### src/common/cwg_map.svh
// Register offsets, field positions, reset values and clock rates of the waveform generator.
// Assumes a 32-bit classic Wishbone slave with byte addresses, one register per aligned word.
`ifndef CWG_MAP_SVH
`define CWG_MAP_SVH

`define CWG_ADDR_W           8
`define CWG_OFF_CTRL0        8'h00
`define CWG_OFF_CTRL1        8'h04
`define CWG_OFF_SHDN         8'h08
`define CWG_OFF_DBR          8'h0c
`define CWG_OFF_DBF          8'h10
`define CWG_OFF_STATUS       8'h14

// waveform_control_0
`define CWG_C0_EN            7
`define CWG_C0_POLB          4
`define CWG_C0_POLA          3
`define CWG_C0_CS            0
// waveform_control_1
`define CWG_C1_OVB_HI        7
`define CWG_C1_OVB_LO        6
`define CWG_C1_OVA_HI        5
`define CWG_C1_OVA_LO        4
`define CWG_C1_IS_HI         2
`define CWG_C1_IS_LO         0
// shutdown_control
`define CWG_SD_ASE           7
`define CWG_SD_ARSEN         6
`define CWG_SD_SRC_HI        3
`define CWG_SD_SRC_LO        0
// status
`define CWG_ST_A             0
`define CWG_ST_B             1
`define CWG_ST_ARMED         2
`define CWG_ST_SRC_LO        4

`define CWG_RST_CTRL0        8'h00
`define CWG_RST_CTRL1        8'h00
`define CWG_RST_SHDN         8'h00
`define CWG_RST_DB           6'h00

// Internal fast oscillator 16 MHz against a 125 MHz system clock: enable every 125/16 cycles
`define CWG_SYS_KHZ          125000
`define CWG_FAST_KHZ         16000

`endif

### src/common/cwg_pkg.sv
// Types shared by the waveform generator modules.
// Constants live in cwg_map.svh.
package cwg_pkg;
  typedef enum logic [1:0] {
    CWG_OFF    = 2'b00,
    CWG_SHDN   = 2'b01,
    CWG_ARMED  = 2'b10,
    CWG_RUN    = 2'b11
  } cwg_state_t;

  typedef enum logic [2:0] {
    CWG_SRC_PIN  = 3'b000,
    CWG_SRC_CMP1 = 3'b001,
    CWG_SRC_CMP2 = 3'b010,
    CWG_SRC_PWM1 = 3'b011,
    CWG_SRC_PWM2 = 3'b100,
    CWG_SRC_PWM3 = 3'b101,
    CWG_SRC_PWM4 = 3'b110
  } cwg_src_t;
endpackage

### src/rtl/cwg_deadband.sv
// One dead-band delay: passes a rise of its input after a programmed count of enable pulses.
// A fall passes at once; count zero passes the rise on the next enabled cycle.
`timescale 1ns/1ps
module cwg_deadband
  import cwg_pkg::*;
#(
  parameter int CW = 6
)(
  input  wire logic          clk_sys,
  input  wire logic          rst_n,
  input  wire logic          tick,
  input  wire logic          clear,
  input  wire logic          din,
  input  wire logic [CW-1:0] delay,
  output logic               dout
);
  logic [CW-1:0] cntQ;
  logic [CW-1:0] cntD;
  logic          outQ;
  logic          outD;

  always_comb
  begin
    cntD = cntQ;
    outD = outQ;
    if (clear || !din)
    begin
      cntD = '0;
      outD = 1'b0;
    end
    else if (tick && !outQ)
    begin
      if (cntQ >= delay)
        outD = 1'b1;
      else
        cntD = cntQ + CW'(1);
    end
  end

  always_ff @(posedge clk_sys)
  begin
    if (!rst_n)
    begin
      cntQ <= '0;
      outQ <= 1'b0;
    end
    else
    begin
      cntQ <= cntD;
      outQ <= outD;
    end
  end

  assign dout = outQ;
endmodule // cwg_deadband

### src/rtl/cwg_tick.sv
// Fractional divider making a one-cycle pulse at the fast oscillator rate.
// Assumes clk_sys runs faster than the oscillator it stands for.
`timescale 1ns/1ps
`include "cwg_map.svh"
module cwg_tick
  import cwg_pkg::*;
#(
  parameter int SYS_KHZ  = `CWG_SYS_KHZ,
  parameter int FAST_KHZ = `CWG_FAST_KHZ
)(
  input  wire logic clk_sys,
  input  wire logic rst_n,
  output logic      tick
);
  logic [31:0] accQ;
  logic [31:0] accD;
  logic        tickQ;
  logic        tickD;

  // Phase accumulator keeps the long-run rate exact without a fractional clock
  always_comb
  begin
    if (accQ + 32'(FAST_KHZ) >= 32'(SYS_KHZ))
    begin
      accD  = accQ + 32'(FAST_KHZ) - 32'(SYS_KHZ);
      tickD = 1'b1;
    end
    else
    begin
      accD  = accQ + 32'(FAST_KHZ);
      tickD = 1'b0;
    end
  end

  always_ff @(posedge clk_sys)
  begin
    if (!rst_n)
    begin
      accQ  <= 32'h0;
      tickQ <= 1'b0;
    end
    else
    begin
      accQ  <= accD;
      tickQ <= tickD;
    end
  end

  assign tick = tickQ;
endmodule // cwg_tick

### src/rtl/cwg_top.sv
// Complementary waveform generator with dead band, polarity, shutdown override and restart.
// Assumes comparator and pulse inputs come from logic on clk_sys; the pin input and the
// shutdown sources arrive from outside and are synchronised here.
//
// Local design decisions: the register addresses and the Wishbone interface to the registers.
`timescale 1ns/1ps
`include "cwg_map.svh"
module cwg_top
  import cwg_pkg::*;
#(
  parameter int DBW   = 6,
  parameter int NSRC  = 4
)(
  input  wire logic        clk_sys,
  input  wire logic        rst_n,
  input  wire logic [7:0]  wb_adr_i,
  input  wire logic [31:0] wb_dat_i,
  output logic      [31:0] wb_dat_o,
  input  wire logic        wb_we_i,
  input  wire logic [3:0]  wb_sel_i,
  input  wire logic        wb_cyc_i,
  input  wire logic        wb_stb_i,
  output logic             wb_ack_o,
  output logic             wb_err_o,
  input  wire logic        external_input_pin,
  input  wire logic        comparator_one_synced,
  input  wire logic        comparator_two_synced,
  input  wire logic        pulse_channel_one,
  input  wire logic        pulse_channel_two,
  input  wire logic        pulse_channel_three,
  input  wire logic        pulse_channel_four,
  input  wire logic [NSRC-1:0] shutdown_src,
  output logic             drive_output_a,
  output logic             drive_output_b,
  output logic             fast_osc_request
);
  // Control registers
  logic [7:0]     ctrl0Q, ctrl0D;
  logic [7:0]     ctrl1Q, ctrl1D;
  logic [7:0]     shdnQ, shdnD;
  logic [DBW-1:0] dbrQ, dbrD;
  logic [DBW-1:0] dbfQ, dbfD;
  logic           aseQ, aseD;
  cwg_state_t     stQ, stD;
  logic           ackQ, ackD;
  logic           errQ, errD;
  logic [31:0]    rdQ, rdD;
  logic           outAQ, outAD;
  logic           outBQ, outBD;
  logic           reqQ, reqD;
  logic           inPrevQ;

  // Synchronisers for off-domain inputs
  logic [1:0]      pinSync;
  logic [NSRC-1:0] sdMeta;
  logic [NSRC-1:0] sdSync;

  always_ff @(posedge clk_sys)
  begin
    if (!rst_n)
    begin
      pinSync <= 2'b00;
      sdMeta  <= '0;
      sdSync  <= '0;
    end
    else
    begin
      pinSync <= {pinSync[0], external_input_pin};
      sdMeta  <= shutdown_src;
      sdSync  <= sdMeta;
    end
  end

  // Field decode used by the datapath; the read path returns the raw registers, with aseQ in place of shutdown_control bit 7
  function automatic logic fieldBit(input logic [7:0] r, input int pos);
    fieldBit = r[pos];
  endfunction

  logic enable, polA, polB, clkSel, arsen;
  logic [2:0] srcSel;
  logic [NSRC-1:0] sdMask;
  assign enable = fieldBit(ctrl0Q, `CWG_C0_EN);
  assign polA   = fieldBit(ctrl0Q, `CWG_C0_POLA);
  assign polB   = fieldBit(ctrl0Q, `CWG_C0_POLB);
  assign clkSel = fieldBit(ctrl0Q, `CWG_C0_CS);
  assign arsen  = fieldBit(shdnQ, `CWG_SD_ARSEN);
  assign srcSel = ctrl1Q[`CWG_C1_IS_HI:`CWG_C1_IS_LO];
  assign sdMask = shdnQ[`CWG_SD_SRC_HI:`CWG_SD_SRC_LO];

  logic sdAny;
  assign sdAny = |(sdSync & sdMask);

  // Input multiplexer
  logic selIn;
  always_comb
  begin
    unique case (srcSel)
      CWG_SRC_PIN:  selIn = pinSync[1];
      CWG_SRC_CMP1: selIn = comparator_one_synced;
      CWG_SRC_CMP2: selIn = comparator_two_synced;
      CWG_SRC_PWM1: selIn = pulse_channel_one;
      CWG_SRC_PWM2: selIn = pulse_channel_two;
      CWG_SRC_PWM3: selIn = pulse_channel_three;
      CWG_SRC_PWM4: selIn = pulse_channel_four;
      default:      selIn = 1'b0;
    endcase
  end

  // Clock choice: every cycle on the system clock, or the oscillator-rate tick
  logic fastTick, dbTick;
  cwg_tick u_tick (
    .clk_sys (clk_sys),
    .rst_n   (rst_n),
    .tick    (fastTick)
  );
  assign dbTick = clkSel ? fastTick : 1'b1;

  // Dead band: A rises after the rising delay, B after the falling delay
  logic running, dbA, dbB;
  assign running = (stQ == CWG_RUN);
  cwg_deadband #(.CW(DBW)) u_dbr (
    .clk_sys (clk_sys),
    .rst_n   (rst_n),
    .tick    (dbTick),
    .clear   (!running),
    .din     (selIn),
    .delay   (dbrQ),
    .dout    (dbA)
  );
  cwg_deadband #(.CW(DBW)) u_dbf (
    .clk_sys (clk_sys),
    .rst_n   (rst_n),
    .tick    (dbTick),
    .clear   (!running),
    .din     (!selIn),
    .delay   (dbfQ),
    .dout    (dbB)
  );

  logic risingIn;
  assign risingIn = selIn && !inPrevQ;

  // Wishbone decode
  logic       acc, wr;
  logic [7:0] wbyte;
  assign acc   = wb_cyc_i && wb_stb_i && !ackQ && !errQ;
  assign wr    = acc && wb_we_i && wb_sel_i[0];
  assign wbyte = wb_dat_i[7:0];

  // A software set of the shutdown bit must beat the auto-restart clear of the same cycle
  logic aseSet;
  assign aseSet = wr && (wb_adr_i == `CWG_OFF_SHDN) && wbyte[`CWG_SD_ASE];

  function automatic logic mapped(input logic [7:0] a);
    mapped = (a == `CWG_OFF_CTRL0) || (a == `CWG_OFF_CTRL1) || (a == `CWG_OFF_SHDN) ||
             (a == `CWG_OFF_DBR) || (a == `CWG_OFF_DBF) || (a == `CWG_OFF_STATUS);
  endfunction

  // Register and shutdown state
  always_comb
  begin
    ctrl0D = ctrl0Q;
    ctrl1D = ctrl1Q;
    shdnD  = shdnQ;
    dbrD   = dbrQ;
    dbfD   = dbfQ;
    aseD   = aseQ;
    ackD   = acc && mapped(wb_adr_i);
    errD   = acc && !mapped(wb_adr_i);
    rdD    = 32'h0;
    if (wr)
    begin
      unique case (wb_adr_i)
        `CWG_OFF_CTRL0: ctrl0D = wbyte;
        `CWG_OFF_CTRL1: ctrl1D = wbyte;
        `CWG_OFF_SHDN:
        begin
          shdnD = wbyte;
          if (wbyte[`CWG_SD_ASE])
            aseD = 1'b1;
          else if (!sdAny)
            aseD = 1'b0;
        end
        `CWG_OFF_DBR:   dbrD = wbyte[DBW-1:0];
        `CWG_OFF_DBF:   dbfD = wbyte[DBW-1:0];
        default:        ;
      endcase
    end
    if (arsen && !sdAny && !aseSet)
      aseD = 1'b0;
    if (sdAny)
      aseD = 1'b1;
    if (acc && !wb_we_i)
    begin
      unique case (wb_adr_i)
        `CWG_OFF_CTRL0:  rdD = {24'h0, ctrl0Q};
        `CWG_OFF_CTRL1:  rdD = {24'h0, ctrl1Q};
        `CWG_OFF_SHDN:   rdD = {24'h0, aseQ, shdnQ[6:0]};
        `CWG_OFF_DBR:    rdD = {26'h0, dbrQ};
        `CWG_OFF_DBF:    rdD = {26'h0, dbfQ};
        `CWG_OFF_STATUS: rdD = {24'h0, sdSync, 1'b0, (stQ == CWG_ARMED), outBQ, outAQ};
        default:         rdD = 32'h0;
      endcase
    end
  end

  // Output state: off, shutdown override, waiting for a rising edge, running
  always_comb
  begin
    stD = stQ;
    if (!enable)
      stD = CWG_OFF;
    else
    begin
      unique case (stQ)
        CWG_OFF:   stD = CWG_SHDN;
        CWG_SHDN:  if (!aseD) stD = CWG_ARMED;
        CWG_ARMED: if (aseD) stD = CWG_SHDN;
                   else if (risingIn) stD = CWG_RUN;
        CWG_RUN:   if (aseD) stD = CWG_SHDN;
      endcase
    end
  end

  always_comb
  begin
    unique case (stD)
      CWG_OFF:
      begin
        outAD = 1'b0;
        outBD = 1'b0;
      end
      CWG_RUN:
      begin
        outAD = running ? (dbA ~^ polA) : !polA;
        outBD = running ? (dbB ~^ polB) : !polB;
      end
      default:
      begin
        outAD = ctrl1Q[`CWG_C1_OVA_LO];
        outBD = ctrl1Q[`CWG_C1_OVB_LO];
      end
    endcase
    reqD = enable && clkSel;
  end

  always_ff @(posedge clk_sys)
  begin
    if (!rst_n)
    begin
      ctrl0Q  <= `CWG_RST_CTRL0;
      ctrl1Q  <= `CWG_RST_CTRL1;
      shdnQ   <= `CWG_RST_SHDN;
      dbrQ    <= `CWG_RST_DB;
      dbfQ    <= `CWG_RST_DB;
      aseQ    <= 1'b0;
      stQ     <= CWG_OFF;
      ackQ    <= 1'b0;
      errQ    <= 1'b0;
      rdQ     <= 32'h0;
      outAQ   <= 1'b0;
      outBQ   <= 1'b0;
      reqQ    <= 1'b0;
      inPrevQ <= 1'b0;
    end
    else
    begin
      ctrl0Q  <= ctrl0D;
      ctrl1Q  <= ctrl1D;
      shdnQ   <= shdnD;
      dbrQ    <= dbrD;
      dbfQ    <= dbfD;
      aseQ    <= aseD;
      stQ     <= stD;
      ackQ    <= ackD;
      errQ    <= errD;
      rdQ     <= rdD;
      outAQ   <= outAD;
      outBQ   <= outBD;
      reqQ    <= reqD;
      inPrevQ <= selIn;
    end
  end

  assign wb_dat_o         = rdQ;
  assign wb_ack_o         = ackQ;
  assign wb_err_o         = errQ;
  assign drive_output_a   = outAQ;
  assign drive_output_b   = outBQ;
  assign fast_osc_request = reqQ;
endmodule // cwg_top
### config.mk
export PLATFORM = sky130hd
export DESIGN_NAME = cwg_top
export DESIGN_NICKNAME = d
export VERILOG_FILES = /design/src/common/cwg_pkg.sv /design/src/rtl/cwg_deadband.sv /design/src/rtl/cwg_tick.sv /design/src/rtl/cwg_top.sv
export VERILOG_INCLUDE_DIRS = /design/src /design/src/common
export SDC_FILE = /design/constraint.sdc
export NUM_CORES = 1
export LEC_CHECK = 0
export BUFFER_PORTS_ARGS = -buffer_cell sky130_fd_sc_hd__buf_4
export CELL_PAD_IN_SITES_DETAIL_PLACEMENT = 0
export CELL_PAD_IN_SITES_GLOBAL_PLACEMENT = 2
export CORE_UTILIZATION = 37
export DETAILED_ROUTE_END_ITERATION = 8
export PLACE_DENSITY = 0.95
export SLEW_MARGIN = 40
export SYNTH_ARGS = -nofsm -noshare
export SYNTH_HDL_FRONTEND = slang
export SYNTH_SLANG_ARGS = --single-unit
### constraint.sdc
create_clock -name clk_sys -period 5.4 [get_ports clk_sys]
set_input_delay 0.81 -clock clk_sys [delete_from_list [all_inputs] [get_ports clk_sys]]
set_output_delay 0.81 -clock clk_sys [all_outputs]
set_load 0.005 [all_outputs]
* Word-level counts from Yosys, hierarchy flattened
Index checks and enable logic that the tools add are counted.
Widths: inputs -> output; s select.
** Cells by class
- Add/subtract/negate cells :: 4
- $lt $le $gt $ge :: 3
- Equal/unequal tests :: 15
- Mux-type cells :: 20
- Bitwise gates (word level) :: 6
- Reductions and logical operators :: 53
** Operators by type and width (count)
- $pmux 8 s6 :: 1
- $add 32x14->32 const B :: 1
- $ge 32x17->1 const B :: 1
- $mux 32 :: 1
- $sub 32x17->32 const B :: 1
- $reduce_and 2->1 :: 10
- $eq 8x4->1 const B :: 2
- $eq 8x5->1 const B :: 2
- $logic_and 1x1->1 :: 16
- $logic_not 1->1 :: 13
- $add 6x1->6 const B :: 2
- $ge 6x6->1 :: 2
- $mux 2 :: 5
- $eq 3x3->1 const B :: 3
- $mux 1 :: 9
- $eq 8x3->1 const B :: 1
- $logic_not 8->1 :: 1
- $pmux 2 s4 :: 1
- $logic_or 1x1->1 :: 7
- $pmux 1 s7 :: 1
- $eq 2x2->1 const B :: 3
- $eq 3x2->1 const B :: 2
- $and 4x4->4 :: 1
- $logic_not 2->1 :: 2
- 8 further kinds :: 13
** Storage, ports and cells
- Bits in registers :: 133
- Input bits :: 60
- Word-level logic and storage cells :: 124

* Logic depth before layout (Yosys ltp)
- Depth in word-level cells :: 16
- Mapped depth :: 14
- Mapped depth without buffers :: 11

* Modules after synthesis
Synthesis repeated with hierarchy kept, for this count alone.
** Unflattened totals
- Cell total of the unflattened synthesis :: 692
- Area, all modules :: 6214.7 sq um
** Modules (own cells, without submodules)
- cwg_top :: instances 1, cells an instance 299, area each 2926.6 sq um, seq. area each 1241.2 sq um
- cwg_tick :: instances 1, cells an instance 287, area each 2372.3 sq um, seq. area each 600.6 sq um
- cwg_deadband :: instances 2, cells an instance 53, area each 457.9 sq um, seq. area each 140.1 sq um

* Worst setup path after synthesis
OpenSTA, ideal clock, no wires.
- Path type :: input -> register
- Start point :: input port wb_adr_i[5]
- End point :: register outAQ, in the netlist drive_output_a
- Data arrival time :: 3522 ps
- Path slack :: 1751 ps
- Stages on the path :: 14
- Buffers on the path :: 3
- Cells stage by stage :: nor4_1 > and3b_1 > buf_2 > and2_1 > clkbuf_1 > nor2b_1 > clkbuf_1 > mux2i_1 > nand3_1 > o21a_1 > ha_1 > nor2b_1 > a22oi_1 > nor2_1
** On the way
- Word-level cells in the longest chain between the ends :: 12
- Elaborated cells on any way between the ends :: 17
- Classes of those cells :: eq/ne (2); mux (10); reduce/logical (5)
** Ends and longest elaborated chain
- start, declared :: RTL line cwg_top.sv:16 : input wire logic [7:0] wb_adr_i,
- $eq 8x4->1 (*) :: RTL line cwg_top.sv:173 : unique case (wb_adr_i)
- $logic_and 1x1->1 (2 in series) :: RTL line cwg_top.sv:152 : assign aseSet = wr && (wb_adr_i == `CWG_OFF_SHDN) && wbyte[`CWG_SD_ASE];
- $logic_not 1->1 :: RTL line cwg_top.sv:189 : if (arsen && !sdAny && !aseSet)
- $logic_and 1x1->1 :: RTL line cwg_top.sv:189
- $mux 1 (*) :: RTL line cwg_top.sv:189
- $mux 1 (*) :: RTL line cwg_top.sv:191 : if (sdAny)
- $mux 2 (on tied branches) :: RTL line cwg_top.sv:220, cwg_top.sv:217, cwg_top.sv:218
- $pmux 2 s4 (*) :: RTL line cwg_top.sv:215 : unique case (stQ)
- $mux 2 (*) :: RTL line cwg_top.sv:211 : if (!enable)
- net stD[0] :: RTL line cwg_top.sv:44 : cwg_state_t stQ, stD;
- $eq 2x2->1 or $logic_not 2->1 (tied branches) :: RTL line cwg_top.sv:227 : unique case (stD)
- $pmux 1 s2 (*) :: RTL line cwg_top.sv:227
- end signal, assigned :: RTL line cwg_top.sv:278 : outAQ <= outAD;
- end, declared :: RTL line cwg_top.sv:48 : logic outAQ, outAD;
The timed path passes the listed nets; every way through them passes the cells marked *.
A chain may end at the register's enable or synchronous reset.

* Final worst setup path
Same ends and word-level chain as after synthesis.

==> insert_results.sql <==
INSERT INTO impl_metrics (metric_group, metric, value, unit) VALUES
('clocking', 'post_cts.repair.setup_buffers', '0', ''),
('power', 'power.sequential.fraction', '39.0', '%'),
('die', 'die_w', '128', 'um'),
('critical_path', 'setup.worst_path.end_class', 'flop', ''),
('timing', 'timing.final.crit_period', '3.53', 'ns'),
('routing', 'drt-initial-drc-count', '252', ''),
('timing', 'finalHoldViolations', '0', ''),
('cells_and_area', 'fillerInstances', '1587', ''),
('global_routing', 'globalRouteMet3Util', '3.99', '%'),
('job', 'max_cap_violations', '0', ''),
('logic_synthesis', 'netlist_instances', '675', ''),
('logic_synthesis', 'synth-edff-count', '0', ''),
('logic_synthesis', 'synth_sequential_area_ratio', '35.9', '%'),
('critical_path', 'worst_path_most_repeated_cell', 'sky130_fd_sc_hd__nor2b_1', ''),
('logic_synthesis', 'synthesized_flop_and_latch_total', '106', ''),
('critical_path', 'cp_max_fo', '10', ''),
('timing', 'timing.final.setup_violations', '0', ''),
('power', 'int_power', '0.00161', 'W'),
('critical_path', 'critical_path_required', '5.69', 'ns'),
('logic_synthesis', 'synth.top_cell.area_share', '35.9', '%'),
('timing', 'slew-limit-headroom', '48.9', '%'),
('cells_and_area', 'instances_no_fill', '916', ''),
('clocking', 'clockBufferDepth', '2', ''),
('logic_synthesis', 'post_synthesis_cell_type_count', '70', ''),
('global_routing', 'antenna_violations_before_repair', '0', ''),
('die', 'std_cell_rows', '45', ''),
('timing', 'final_max_slew_viol_count', '0', ''),
('power', 'switching_power', '0.000879', 'W'),
('logic_synthesis', 'synth_top_cell_by_area', 'sky130_fd_sc_hd__dfxtp_1', ''),
('timing', 'max_freq', '283', 'MHz'),
('timing', 'grt_setup_unrepaired', 'no', ''),
('logic_synthesis', 'synth.cell_area', '5920', 'um^2'),
('logic_synthesis', 'post_synth_main_area_contributors', 'sky130_fd_sc_hd__dfxtp_1 (36%), sky130_fd_sc_hd__mux2i_1 (5.9%), sky130_fd_sc_hd__nor2_1 (4.9%), sky130_fd_sc_hd__xnor2_1 (4.4%), sky130_fd_sc_hd__ha_1 (4.0%)', ''),
('place', 'detailedPlacementHpwl', '10.2', 'mm'),
('global_routing', 'grt_overflow', '0', ''),
('die', 'num_io_pins', '97', ''),
('logic_synthesis', 'yosysWarningCount', '0', ''),
('routing', 'antenna_violating_nets_post_route', '0', ''),
('clocking', 'ctsHtreeMaxLevel', '3', ''),
('timing', 'worst-slew-pin-transition', '0.760', 'ns'),
('power', 'total_leakage_power', '2.48', 'nW'),
('clocking', 'ctsHoldBuffers', '0', ''),
('critical_path', 'crit_slowest_cell', 'sky130_fd_sc_hd__and3b_1', ''),
('die', 'floorplan.initialDensity', '38.3', '%'),
('cells_and_area', 'n_antenna_cell', '0', ''),
('die', 'floorplan.die.height', '128', 'um'),
('clocking', 'cts-resized-gates', '0', ''),
('clocking', 'cts.root.buffer_cell', 'sky130_fd_sc_hd__clkbuf_16', ''),
('global_routing', 'grt_usage', '16.7', '%'),
('die', 'die_area', '16500', 'um^2'),
('power', 'worst_ir_drop_vdd', '0.199', 'mV'),
('logic_synthesis', 'synthMostInstantiatedCell', 'sky130_fd_sc_hd__dfxtp_1', ''),
('critical_path', 'criticalPathCategory', 'input pin to flop', ''),
('global_routing', 'maximum_number_of_pins_on_one_net_before_global_route_repair', '52', ''),
('logic_synthesis', 'yosys-top-cells-count', 'sky130_fd_sc_hd__dfxtp_1 (106), sky130_fd_sc_hd__nor2_1 (78), sky130_fd_sc_hd__nand3_1 (36)', ''),
('place', 'dp_cells', '901', ''),
('routing', 'firstDrtPassIters', '7', ''),
('global_routing', 'grt_most_used_layer', 'met2', ''),
('logic_synthesis', 'dominantRegCellSynth', 'sky130_fd_sc_hd__dfxtp_1', ''),
('clocking', 'cts_buffers', '9', ''),
('critical_path', 'cp-start-kind', 'input pin', ''),
('critical_path', 'critical-path-max-stage-delay', '0.49', 'ns'),
('run_status', 'outcome', 'complete, no violations', ''),
('logic_synthesis', 'syn-mean-instance-area', '8.76', 'um^2'),
('clocking', 'insertion_delay', '0.36', 'ns'),
('power', 'fin_total_pwr', '0.00249', 'W'),
('timing', 'final_min_period_over_clock_period', '65.3', '%'),
('place', 'portBuffers', '45', ''),
('timing', 'clk_skew', '0.00801', 'ns'),
('clocking', 'clkSlewWorstSetupHoldPaths', '0.07', 'ns'),
('routing', 'drt_drc_violations_left', '0', '');
## power groups by stage
stage               logic (W)  clock network [W]  registers [W]
floorplan            0.000739                  0       0.000938
global placement     0.000798                  0       0.000984
detailed placement   0.000813                  0       0.000987
CTS                  0.000820           0.000725       0.000970
global route         0.000909           0.000751       0.000986
finish               0.000819           0.000703       0.000972
## final cells by class
| type | count | area, um^2 | share of cell area (%) |
|---|---|---|---|
| Clock inverter | 5 | 86.3 | 1.31 |
| Inverter | 27 | 101 | 1.54 |
| Clock buffer | 10 | 229 | 3.47 |
| Tap cell | 211 | 264 | 4.00 |
| Multi-Input combinational cell | 509 | 3440 | 52.1 |
| Sequential cell | 106 | 2120 | 32.2 |
| Timing Repair Buffer | 48 | 360 | 5.46 |
## final timing paths
| check | start | endpoint | slack, ns | depth (start not counted) |
|---|---|---|---|---|
| min reg2reg | sdMeta[1] | sdSync[1] | 0.44 | 1 |
| max | wb_adr_i[5] | drive_output_a | 1.87 | 12 |
| max reg2reg | u_tick.accQ[7] | u_tick.accQ[27] | 1.97 | 9 |
| min | sdMeta[1] | sdSync[1] | 0.44 | 1 |
## per-layer routing
| metal | share of wire [%] | up-vias |
|---|---|---|
| li1 | - | 2414 |
| met1 | 45 | 2303 |
| met2 | 49 | 94 |
| met3 | 4.5 | 11 |
| met4 | 1.1 | 0 |
| met5 | 0 | - |
## cells in the final DEF, fill, tap and decap left out, drive strengths merged, types with 11 or more instances in the layout
cell / instances
mux2i: 35
xor2: 11
inv: 29
and2: 18
nand2: 33
nor2: 78
buf: 48
a21o: 15
ha: 19
dfxtp: 106
xnor2: 30
nand3: 37
o21ai: 13
nand4: 13
a22oi: 12
a21oi: 36
nand2b: 12
conb: 24
## flip-flops by register name, indices dropped and copies added (netlist names), 2 cells and up
name and flops:
u_dbr.cntQ 6, shdnQ 7, wb_dat_o 8, u_dbf.cntQ 6
dbfQ 6, u_tick.accQ 29, sdSync 4, dbrQ 6
ctrl1Q 8, stQ 2, ctrl0Q 8, pinSync 2
sdMeta 4
## worst max-delay path, delay by kind of cell
kind	cells	cell delay [ns]
buffers and inverters	1	0.11
AOI/OAI and AO/OA	2	0.33
adders and majority gates	1	0.33
muxes	1	0.26
and+or+nand+nor	7	1.97
## per-stage QoR
stage	cell area, um^2	hold WS [ns]	utilization (%)	setup WS, ns
CTS	6600	0.442	42.8	1.89
floorplan	6000	0.412	-	1.75
global placement	6280	0.414	40.7	1.59
finish	6600	0.436	42.8	1.87
global route	6600	0.459	42.8	1.65
detailed placement	6280	0.426	40.7	1.52
## kinds of logic (layout without fill, tap and decap cells)
group                    Yosys count  count (layout)  share of synthesized area, %
flip-flops                       106             106                          35.9
AND/OR/NAND/NOR                  246             246                          22.0
XOR/XNOR                          41              41                          6.07
buffers and inverters             83              90                          7.51
other                              1              24                        0.0634
multiplexers                      38              38                          6.68
AO/OA/AOI/OAI                    141             141                          17.8
adder cells (fa/ha/maj)           19              19                          4.02
Power figures use the tool's default switching activity.
